--- src/ispr_pkg.sv ---
// package for the interrupt source priority register block
// assumes a single 25 MHz hclk domain and an ahb-lite register bus
////////////////////////////////////////////////////////////////////////////////
package ispr_pkg;
  // register byte offsets
  localparam logic [15:0] ADDR_PRIO1 = 16'hF614;
  localparam logic [15:0] ADDR_PRIO2 = 16'hF618;
  localparam logic [15:0] ADDR_IRQ_STATUS = 16'hF640;
  localparam logic [15:0] ADDR_IRQ_MASK = 16'hF644;
  localparam logic [15:0] ADDR_SRC_STATE = 16'hF648;
  // field positions (low bit of each 3-bit field)
  localparam int LVL_W = 3;
  localparam int POS_HI = 24;
  localparam int POS_MID = 16;
  localparam int POS_LOW8 = 8;
  localparam int POS_LOW0 = 0;
  // reset values
  localparam logic [2:0] LVL_RST = 3'h0;
  localparam logic [31:0] REG_RST = 32'h0000_0000;
  // number of sources served by this block
  localparam int NSRC = 7;
  // forward-path index of each source
  localparam int S_SRC19 = 0;
  localparam int S_SRC18 = 1;
  localparam int S_SRC3 = 2;
  localparam int S_SRC2 = 3;
  localparam int S_SRC21 = 4;
  localparam int S_SRC5 = 5;
  localparam int S_SRC4 = 6;
  // bus slave states
  typedef enum logic [1:0] {
    ST_IDLE = 2'b01,
    ST_DATA = 2'b10
  } ispr_bus_state_t;
  // extract a priority field at a position from a register word
  function automatic logic [2:0] ispr_field(input logic [31:0] w,
                                            input int pos);
    ispr_field = w[pos +: 3];
  endfunction
endpackage

--- src/ispr_lvl_if.sv ---
// interface carrying the programmed level of each source to the gate
// assumes both modports live in the hclk domain
interface ispr_lvl_if;
  logic [20:0] level;
  logic [6:0] raw_req;
  logic [6:0] fwd_req;
  logic [20:0] fwd_level;
  modport regs (output level, output raw_req, input fwd_req,
                input fwd_level);
  modport gate (input level, input raw_req, output fwd_req,
                output fwd_level);
endinterface

--- src/ispr_gate.sv ---
// gate that forwards only sources whose programmed level is nonzero
// assumes raw requests are synchronous to hclk
module ispr_gate (
  // clock and reset
  input wire logic hclk,
  input wire logic hresetn,
  // level and request carrier
  ispr_lvl_if.gate lv
);
  logic [6:0] nxt_req;
  logic [20:0] nxt_lvl;
  logic [6:0] req_ff;
  logic [20:0] lvl_ff;

  // mask each request by whether its level is nonzero
  always_comb begin
    nxt_req = '0;
    nxt_lvl = '0;
    for (int i = 0; i < ispr_pkg::NSRC; i++) begin
      if (lv.level[3*i +: 3] != ispr_pkg::LVL_RST) begin
        nxt_req[i] = lv.raw_req[i];
        nxt_lvl[3*i +: 3] = lv.level[3*i +: 3];
      end
    end
  end

  // register forwarded requests and levels
  always_ff @(posedge hclk or negedge hresetn) begin
    if (!hresetn) begin
      req_ff <= 7'h00;
      lvl_ff <= 21'h000000;
    end else begin
      req_ff <= nxt_req;
      lvl_ff <= nxt_lvl;
    end
  end

  assign lv.fwd_req = req_ff;
  assign lv.fwd_level = lvl_ff;
endmodule

--- src/ispr_top.sv ---
// interrupt source priority registers with ahb-lite slave and gating
// assumes one ahb-lite master, single word transfers, hclk at 25 MHz
//
// Chosen here: the AHB-Lite register port.
module ispr_top (
  // clock and reset
  input wire logic hclk,
  input wire logic hresetn,
  // ahb-lite slave
  input wire logic hsel,
  input wire logic [31:0] haddr,
  input wire logic [1:0] htrans,
  input wire logic hwrite,
  input wire logic [2:0] hsize,
  input wire logic [31:0] hwdata,
  input wire logic hready,
  output logic [31:0] hrdata,
  output logic hreadyout,
  output logic hresp,
  // raw source requests, index order 19,18,3,2,21,5,4
  input wire logic [6:0] src_req,
  // forwarded requests and levels toward priority resolution
  output logic [6:0] fwd_req,
  output logic [20:0] fwd_level,
  // interrupt
  output logic irq
);
  ////////////////////////////////////////////////////////////////////////////
  // declarations
  ispr_lvl_if lv ();
  ispr_pkg::ispr_bus_state_t state_ff;
  logic [15:0] addr_ff;
  logic wr_ff;
  logic [31:0] prio1_ff;
  logic [31:0] prio2_ff;
  logic [6:0] status_ff;
  logic [6:0] mask_ff;
  logic [6:0] prev_fwd_ff;
  logic [31:0] rdata_ff;
  logic [31:0] nxt_rdata;
  logic take;
  logic wr_prio1;
  logic wr_prio2;
  logic wr_status;
  logic wr_mask;
  logic [6:0] rise;
  logic [31:0] m1;
  logic [31:0] m2;

  // writable bits of each priority register
  assign m1 = {5'h00, 3'h7, 5'h00, 3'h7, 5'h00, 3'h7, 5'h00, 3'h7};
  assign m2 = {5'h00, 3'h7, 13'h0000, 3'h7, 5'h00, 3'h7};

  ////////////////////////////////////////////////////////////////////////////
  // address phase capture
  assign take = hsel && hready && htrans[1];

  // bus state and captured address
  always_ff @(posedge hclk or negedge hresetn) begin
    if (!hresetn) begin
      state_ff <= ispr_pkg::ST_IDLE;
      addr_ff <= 16'h0000;
      wr_ff <= 1'b0;
    end else begin
      case (state_ff)
        ispr_pkg::ST_IDLE: begin
          if (take) begin
            state_ff <= ispr_pkg::ST_DATA;
          end
        end
        ispr_pkg::ST_DATA: begin
          if (!take) begin
            state_ff <= ispr_pkg::ST_IDLE;
          end
        end
        default: begin
          state_ff <= ispr_pkg::ST_IDLE;
        end
      endcase
      if (take) begin
        addr_ff <= haddr[15:0];
        wr_ff <= hwrite;
      end else begin
        wr_ff <= 1'b0;
      end
    end
  end

  // zero wait states, always okay
  assign hreadyout = 1'b1;
  assign hresp = 1'b0;

  // write strobes in the data phase
  always_comb begin
    wr_prio1 = 1'b0;
    wr_prio2 = 1'b0;
    wr_status = 1'b0;
    wr_mask = 1'b0;
    if (state_ff == ispr_pkg::ST_DATA && wr_ff) begin
      wr_prio1 = (addr_ff == ispr_pkg::ADDR_PRIO1);
      wr_prio2 = (addr_ff == ispr_pkg::ADDR_PRIO2);
      wr_status = (addr_ff == ispr_pkg::ADDR_IRQ_STATUS);
      wr_mask = (addr_ff == ispr_pkg::ADDR_IRQ_MASK);
    end
  end

  ////////////////////////////////////////////////////////////////////////////
  // priority register 1: fields for sources 19, 18, 3, 2
  always_ff @(posedge hclk or negedge hresetn) begin
    if (!hresetn) begin
      prio1_ff <= ispr_pkg::REG_RST;
    end else if (wr_prio1) begin
      prio1_ff <= hwdata & m1;
    end
  end

  // priority register 2: fields for sources 21, 5, 4
  always_ff @(posedge hclk or negedge hresetn) begin
    if (!hresetn) begin
      prio2_ff <= ispr_pkg::REG_RST;
    end else if (wr_prio2) begin
      prio2_ff <= hwdata & m2;
    end
  end

  // hand each source's level to the gate
  assign lv.level[3*ispr_pkg::S_SRC19 +: 3] =
    ispr_pkg::ispr_field(prio1_ff, ispr_pkg::POS_HI);
  assign lv.level[3*ispr_pkg::S_SRC18 +: 3] =
    ispr_pkg::ispr_field(prio1_ff, ispr_pkg::POS_MID);
  assign lv.level[3*ispr_pkg::S_SRC3 +: 3] =
    ispr_pkg::ispr_field(prio1_ff, ispr_pkg::POS_LOW8);
  assign lv.level[3*ispr_pkg::S_SRC2 +: 3] =
    ispr_pkg::ispr_field(prio1_ff, ispr_pkg::POS_LOW0);
  assign lv.level[3*ispr_pkg::S_SRC21 +: 3] =
    ispr_pkg::ispr_field(prio2_ff, ispr_pkg::POS_HI);
  assign lv.level[3*ispr_pkg::S_SRC5 +: 3] =
    ispr_pkg::ispr_field(prio2_ff, ispr_pkg::POS_LOW8);
  assign lv.level[3*ispr_pkg::S_SRC4 +: 3] =
    ispr_pkg::ispr_field(prio2_ff, ispr_pkg::POS_LOW0);
  assign lv.raw_req = src_req;

  // gating of disabled sources
  ispr_gate u_gate (
    .hclk(hclk),
    .hresetn(hresetn),
    .lv(lv)
  );

  assign fwd_req = lv.fwd_req;
  assign fwd_level = lv.fwd_level;

  ////////////////////////////////////////////////////////////////////////////
  // rising edges of forwarded requests are the status events
  always_ff @(posedge hclk or negedge hresetn) begin
    if (!hresetn) begin
      prev_fwd_ff <= 7'h00;
    end else begin
      prev_fwd_ff <= lv.fwd_req;
    end
  end
  assign rise = lv.fwd_req & ~prev_fwd_ff;

  // sticky status, write one to clear, a new event wins over the clear
  always_ff @(posedge hclk or negedge hresetn) begin
    if (!hresetn) begin
      status_ff <= 7'h00;
    end else begin
      status_ff <= (status_ff & ~(wr_status ? hwdata[6:0] : 7'h00)) | rise;
    end
  end

  // interrupt mask, one enables a status bit
  always_ff @(posedge hclk or negedge hresetn) begin
    if (!hresetn) begin
      mask_ff <= 7'h00;
    end else if (wr_mask) begin
      mask_ff <= hwdata[6:0];
    end
  end

  assign irq = |(status_ff & mask_ff);

  ////////////////////////////////////////////////////////////////////////////
  // read data for the next data phase
  always_comb begin
    nxt_rdata = 32'h0000_0000;
    if (take && !hwrite) begin
      case (haddr[15:0])
        ispr_pkg::ADDR_PRIO1: nxt_rdata = prio1_ff;
        ispr_pkg::ADDR_PRIO2: nxt_rdata = prio2_ff;
        ispr_pkg::ADDR_IRQ_STATUS: nxt_rdata = {25'h0000000, status_ff};
        ispr_pkg::ADDR_IRQ_MASK: nxt_rdata = {25'h0000000, mask_ff};
        ispr_pkg::ADDR_SRC_STATE: nxt_rdata = {25'h0000000, lv.fwd_req};
        default: nxt_rdata = 32'h0000_0000;
      endcase
    end
  end

  // read data register
  always_ff @(posedge hclk or negedge hresetn) begin
    if (!hresetn) begin
      rdata_ff <= 32'h0000_0000;
    end else begin
      rdata_ff <= nxt_rdata;
    end
  end

  assign hrdata = rdata_ff;
endmodule

--- config.mk ---
export PLATFORM = sky130hd
export DESIGN_NAME = ispr_top
export DESIGN_NICKNAME = d
export VERILOG_FILES = /design/src/ispr_pkg.sv /design/src/ispr_lvl_if.sv /design/src/ispr_gate.sv /design/src/ispr_top.sv
export SDC_FILE = /design/constraint.sdc
export NUM_CORES = 1
export LEC_CHECK = 0
export BUFFER_PORTS_ARGS = -buffer_cell sky130_fd_sc_hd__buf_4
export CAP_MARGIN = 20
export CORE_MARGIN = 5
export CORE_UTILIZATION = 40
export DETAILED_ROUTE_END_ITERATION = 12
export PLACE_DENSITY = 0.66
export SKIP_CTS_REPAIR_TIMING = 1
export SYNTH_ARGS = -nofsm -noshare
export SYNTH_HDL_FRONTEND = slang
export SYNTH_SLANG_ARGS = --single-unit
--- constraint.sdc ---
create_clock -name hclk -period 5.77 [get_ports hclk]
set_clock_uncertainty 0.15 [all_clocks]
set_input_delay 0.577 -clock hclk [delete_from_list [all_inputs] [get_ports hclk]]
set_output_delay 0.577 -clock hclk [all_outputs]
set_load 0.005 [all_outputs]
==> results of run 1 <==
[routing by layer]
layer	routed length, um	part of all wire [%]	GRT usage [%]	vias to the layer above
met5	0	0	0	-
met4	96	1.0	4.327	0
met3	771	8.3	5.606	10
met2	4549	49	23.68	92
met1	3892	42	19.89	1288
li1	-	-	-	1203
[Yosys cell counts (2+ instances only)]
| cell type | count | area, um^2 |
|---|---|---|
| dfrtp_1 | 104 | 2603 |
| mux2_2 | 43 | 484.2 |
| clkbuf_1 | 23 | 86.33 |
| buf_4 | 20 | 150.1 |
| a22oi_1 | 14 | 105.1 |
| nor2_1 | 12 | 45.04 |
| nand3_1 | 10 | 50.05 |
| inv_1 | 9 | 33.78 |
| a22o_1 | 7 | 61.31 |
| o31a_1 | 7 | 61.31 |
| a222oi_1 | 5 | 50.05 |
| nor4_2 | 5 | 62.56 |
| a31oi_1 | 3 | 18.77 |
| and3_1 | 3 | 18.77 |
| nand2_1 | 3 | 11.26 |
| nor3b_1 | 3 | 22.52 |
| or3_1 | 3 | 18.77 |
| or4b_1 | 3 | 30.03 |
| conb_1 | 2 | 7.510 |
| nand2b_1 | 2 | 12.51 |
| nand3_2 | 2 | 20.02 |
| nand4bb_1 | 2 | 22.52 |
| nor4_1 | 2 | 12.51 |
| nor4b_1 | 2 | 17.52 |
| or4b_4 | 2 | 27.53 |
[registers in the layout, indices dropped and copies added (netlist names)]
name and cells:
u_gate.lv.fwd_level 21, addr_ff 16, hrdata 16, prio1_ff 12, prio2_ff 9, mask_ff 7
prev_fwd_ff 7, status_ff 7, u_gate.lv.fwd_req 7, state_ff 2, wr_ff 1
[through the flow]
stage	setup WS (ns)	total power, uW	area (um^2)	hold WS, ns	utilization [%]
floorplan	3.552	865.1	4234	0.1314	-
global placement	2.956	919.7	4861	0.2471	47.51
detailed placement	2.927	925.0	4861	0.2594	47.51
CTS	3.275	1334	5034	0.02490	49.20
global route	3.178	1384	5034	0.03776	49.20
finish	3.298	1315	5034	0.02050	49.20
[power groups by stage]
| stage | sequential [uW] | combinational [uW] | clock [uW] |
|---|---|---|---|
| after floorplan | 805 | 60.2 | 0 |
| after global placement | 810 | 110 | 0 |
| after detailed placement | 813 | 112 | 0 |
| after CTS | 798 | 113 | 423 |
| after global routing | 804 | 123 | 457 |
| final | 799 | 111 | 406 |
[path summary, 6_finish.rpt]
check	start	end	slack (ns)
setup / recovery	haddr[1]	hrdata[0]$_DFF_PN0_	3.30
max in group asynchronous	hresetn	mask_ff[0]$_DFFE_PN0P_	4.26
setup reg to reg	addr_ff[1]$_DFFE_PN0P_	prio1_ff[18]$_DFFE_PN0P_	3.30
hold / removal	hresetn	u_gate.lv.fwd_level[12]$_DFF_PN0_	0.02
hold reg to reg	prio1_ff[17]$_DFFE_PN0P_	u_gate.lv.fwd_level[4]$_DFF_PN0_	0.28
min in group hclk	prio1_ff[17]$_DFFE_PN0P_	u_gate.lv.fwd_level[4]$_DFF_PN0_	0.28
[cell families after synthesis]
group,synth area share (%)
flip-flops,62.98
AND/OR/NAND/NOR,10.55
buffers and inverters,6.594
multiplexers,11.87
AO/OA/AOI/OAI,7.614
other,0.1799
XOR/XNOR,0.2099
[area by class of cell]
class / count / share of cell area, %
tap: 136 / 3.381
sequential: 105 / 52.22
timing repair buffer: 93 / 13.87
clock inverter: 5 / 0.8203
multi-input combinational: 162 / 26.42
clock buffer: 11 / 2.610
inverter: 9 / 0.6711
[worst register-to-register path: cells and delay by family, from the launching register on]
| family | cells | cell delay, ns |
|---|---|---|
| simple gates | 3 | 1.37 |
| mux | 1 | 0.45 |
| flops | 1 | 0.39 |
==> impl_metrics.csv, run 1 <==
group,metric,value,unit
finish,final_common_cell,"dfrtp_1",
power_and_ir_drop,p_per_area,261.3,mW/mm^2
worst_setup_path,critical_path.startpoint_type,"primary input",
yosys,ys_seq_area_share,62.98,%
finish,drive_gt1_share,42.34,%
worst_setup_path,criticalPathCategory,"primary input to register",
placed_design,place_inst,505,
power_and_ir_drop,peakVddDrop,0.1423,mV
routing,drc_errors,0,
sta,fmax,0.4045,GHz
yosys,synth_edf_count,0,
sta,hold_violations,0,
floorplanning,dieArea,0.01258,mm^2
floorplanning,rows,37,
power_and_ir_drop,seq_power_share,60.7,%
cts,htree_levels,3,
routing,antenna_left,0,
worst_setup_path,crit_chain,"buf_4 -> or4b_4 -> nor4_2 -> o31ai_2 -> a31oi_1",
worst_setup_path,rr_worst_depth,4,
sta,fin_setup_tns,0,ns
yosys,async_flop_share,100.0,%
worst_setup_path,worstPathArrival,2.59,ns
yosys,synth.avg_cell_area,13.73,um^2
sta,slew_viol_final,0,
finish,fillers,912,
power_and_ir_drop,clkPwrFrac,30.9,%
global_routing,grt_pass1_wl,14950,um
placed_design,io_buffer_count,89,
global_routing,grt_max_degree,66,
worst_setup_path,slowest_stage,"nor4_2",
finish,area_growth,20.59,%
yosys,synth_seq_cells,105,
floorplanning,core_region_area,0.01023,mm^2
power_and_ir_drop,power_leakage,0.002312,uW
routing,dr.pass1.iters,5,
cts,cts_tree,"done",
finish,final_cells,521,
routing,drtIter0Drc,133,
floorplanning,chipHeight,112.2,um
flow_run,cap_violations,0,
sta,period_minus_slack,2.472,ns
routing,viasPerCell,4.977,
sta,relSlewSlack,41.54,%
global_routing,grt_pass1_vias,2779,
power_and_ir_drop,combPwrFrac,8.4,%
yosys,ys.flop_type,"dfrtp_1",
placed_design,dpl.hpwl,6745,um
worst_setup_path,crit_buf_inv,1,
finish,regArea,0.002629,mm^2
yosys,postSynthCellCount,304,
status,outcome,"finished clean",
power_and_ir_drop,swShare,24.52,%
worst_setup_path,crit_path_end_kind,"register",
global_routing,grt_overflow,0,
routing,routed_wl,9310,um
placed_design,gp_congestion,0.7398,
floorplanning,start_util,40.80,%
worst_setup_path,critical-path-top-delay-family,"simple AND/OR/NAND/NOR gates",
worst_setup_path,worst-path-stages,5,
cts,cts.sinks,105,
floorplanning,ios,144,
routing,vias,2593,
finish,nets,461,
worst_hold_path,hold_class,"primary input to async pin",
global_routing,antenna_found_initial,0,
routing,post_drt_wl_per_cell,17.87,um
sta,worst_pin_slew,0.8745,ns
floorplanning,die_w,112.2,um
cts,cts-root-buf,"clkbuf_8",
yosys,synth.distinct_cells,38,
finish,layout_common_cells,"dfrtp_1, buf_4, mux2_2",
yosys,ys.warnings.count,0,
finish,antenna-diode-count,0,
cts,clockBufferDepth,2,
sta,setup_viol,0,
sta,period_share,42.85,%
global_routing,track_usage,15.14,%
finish,multi_input_area,0.001330,mm^2
worst_setup_path,cp.required,5.89,ns
cts,numCtsBuffers,9,
sta,rsz0062_at_grt,"false",
cts,clock_latency,0.36,ns
power_and_ir_drop,p_sw,322.4,uW
worst_setup_path,path_max_fanout,7,
worst_setup_path,max_stage_delay,0.70,ns
power_and_ir_drop,p_int,992.7,uW
cts,cts.clk_slew.worst_paths,0.10,ns
yosys,synth_area,0.004174,mm^2
Note: power is estimated with default switching activity, not from simulation.
==> run 2, diff against run 1 <==
- clock period: 5.77 -> 2.5 ns (I/O delays scaled with it)
==> run 2 against run 1 <==
  * Worst setup slack lost 3.1 ns
  * Total power increased by 150%
  * Global-route usage decreased by 0.098 points
  * First-iteration DRC count shrank 46%
  * Routed wire length up 4.7%
  * Die area unchanged
==> impl_metrics.csv, run 2 (synthesized netlist as in run 1, its figures left out) <==
group,metric,value,unit
floorplanning,ios,144,
power_and_ir_drop,peakVddDrop,0.3545,mV
placed_design,gp_congestion,0.7833,
worst_setup_path,crit_path_end_kind,"register",
placed_design,place_ws,0.07790,ns
worst_setup_path,critical_path.startpoint_type,"primary input",
routing,viasPerCell,4.963,
finish,final_common_cell,"dfrtp_1",
sta,setup_viol,0,
cts,numCtsBuffers,9,
global_routing,grtUsageMet3,5.175,%
routing,drtIter0Drc,72,
cts,clockBufferDepth,2,
floorplanning,dieArea,0.01258,mm^2
sta,fmax,0.4280,GHz
global_routing,grt_max_degree,84,
floorplanning,die_w,112.2,um
cts,cts-root-buf,"clkbuf_8",
floorplanning,start_util,40.80,%
finish,layout_common_cells,"dfrtp_1, buf_4, mux2_2",
global_routing,grt_pass1_vias,2862,
worst_setup_path,rr_worst_depth,5,
power_and_ir_drop,power_leakage,0.002546,uW
finish,nets,506,
global_routing,grt_util_met2,24.12,%
global_routing,grt_pass1_wl,15050,um
routing,post_drt_wl_per_cell,17.25,um
status,outcome,"finished clean",
flow_run,cap_violations,0,
placed_design,dpl.hpwl,6842,um
sta,worst_pin_slew,0.6877,ns
routing,antenna_left,0,
finish,area_growth,32.37,%
routing,dr.pass1.iters,4,
finish,drive_gt1_share,40.33,%
cts,cts.sinks,105,
worst_setup_path,cp.required,2.61,ns
global_routing,grt_overflow,0,
finish,largest_reg_flops,21,
floorplanning,rows,37,
cts,cts.clk_slew.worst_paths,0.10,ns
global_routing,antenna_found_initial,0,
sta,fin_setup_tns,0,ns
floorplanning,chipHeight,112.2,um
cts,clock_latency,0.36,ns
sta,relSlewSlack,53.51,%
global_routing,track_usage,15.05,%
floorplanning,core_region_area,0.01023,mm^2
cts,cts_tree,"done",
worst_hold_path,hold_depth,2,
routing,vias,2804,
sta,period_share,93.45,%
cts,htree_levels,3,
sta,finalWorstSetupSlack,0.1636,ns
sta,period_minus_slack,2.336,ns
sta,hold_violations,0,
global_routing,grt_use_met1,19.70,%
placed_design,io_buffer_count,89,
routing,routed_wl,9744,um
global_routing,gr-max-usage-layer,"met2",
worst_setup_path,criticalPathCategory,"primary input to register",
finish,antenna-diode-count,0,
worst_setup_path,path_max_fanout,5,
power_and_ir_drop,p_per_area,592.2,mW/mm^2
worst_hold_path,hold_class,"primary input to register",
sta,rsz0062_at_grt,"false",
worst_setup_path,worstPathArrival,2.44,ns
sta,slew_viol_final,0,
routing,drc_errors,0,
==> run 2: area by class of cell <==
cell class	instances	area, um^2
Inverter	9	33.78
Sequential cell	105	2629
Clock buffer	10	127.6
Timing Repair Buffer	138	1151
Multi-Input combinational cell	162	1335
Fill cell	880	4706
Tap cell	136	170.2
Clock inverter	5	78.83
==> run 2: where the power goes <==
| part | switching [uW] | internal [uW] |
|---|---|---|
| sequential | 64.3 | 1780 |
| clock | 560 | 560 |
| combinational | 128 | 179 |
==> run 2: critical path: stages <==
cell           delay, ns
dlygate4sd3_1       0.54
buf_4               0.15
or4b_1              0.58
nor4_2              0.43
buf_4               0.20
nand2_1             0.05
a31oi_1             0.24
==> run 2: metrics by stage <==
| step | utilization [%] | cells | hold slack (ns) | cell area, um^2 | power, uW |
|---|---|---|---|---|---|
| 2_1_floorplan | - | 320 | -0.1956 | 4234 | 1997 |
| 3_3_place_gp | 48.34 | 513 | 0.007550 | 4946 | 2127 |
| 3_5_place_dp | 48.34 | 513 | 0.01488 | 4946 | 2142 |
| 4_1_cts | 50.36 | 528 | -0.3863 | 5152 | 3255 |
| 5_1_grt | 54.01 | 565 | 0.002907 | 5525 | 3420 |
| 6_report | 54.01 | 565 | 0.008300 | 5525 | 3272 |
==> run 2: per-layer routing <==
layer | wire length (um) | vias to the layer above
met5 | 0 | -
met4 | 93 | 0
met3 | 629 | 9
met2 | 4828 | 78
met1 | 4192 | 1423
li1 | - | 1294
==> run 2: final timing paths <==
| path | startpoint | slack (ns) | to |
|---|---|---|---|
| min in group asynchronous | hresetn | 0.16 | prio2_ff[24]$_DFFE_PN0P_ |
| max | haddr[5] | 0.16 | hrdata[1]$_DFF_PN0_ |
| max in group asynchronous | hresetn | 1.28 | state_ff[0]$_DFFE_PN1P_ |
| max reg2reg | addr_ff[8]$_DFFE_PN0P_ | 0.21 | prio2_ff[8]$_DFFE_PN0P_ |
| min | hwdata[0] | 0.008 | prio1_ff[0]$_DFFE_PN0P_ |
| min reg2reg | prio1_ff[17]$_DFFE_PN0P_ | 0.27 | u_gate.lv.fwd_level[4]$_DFF_PN0_ |
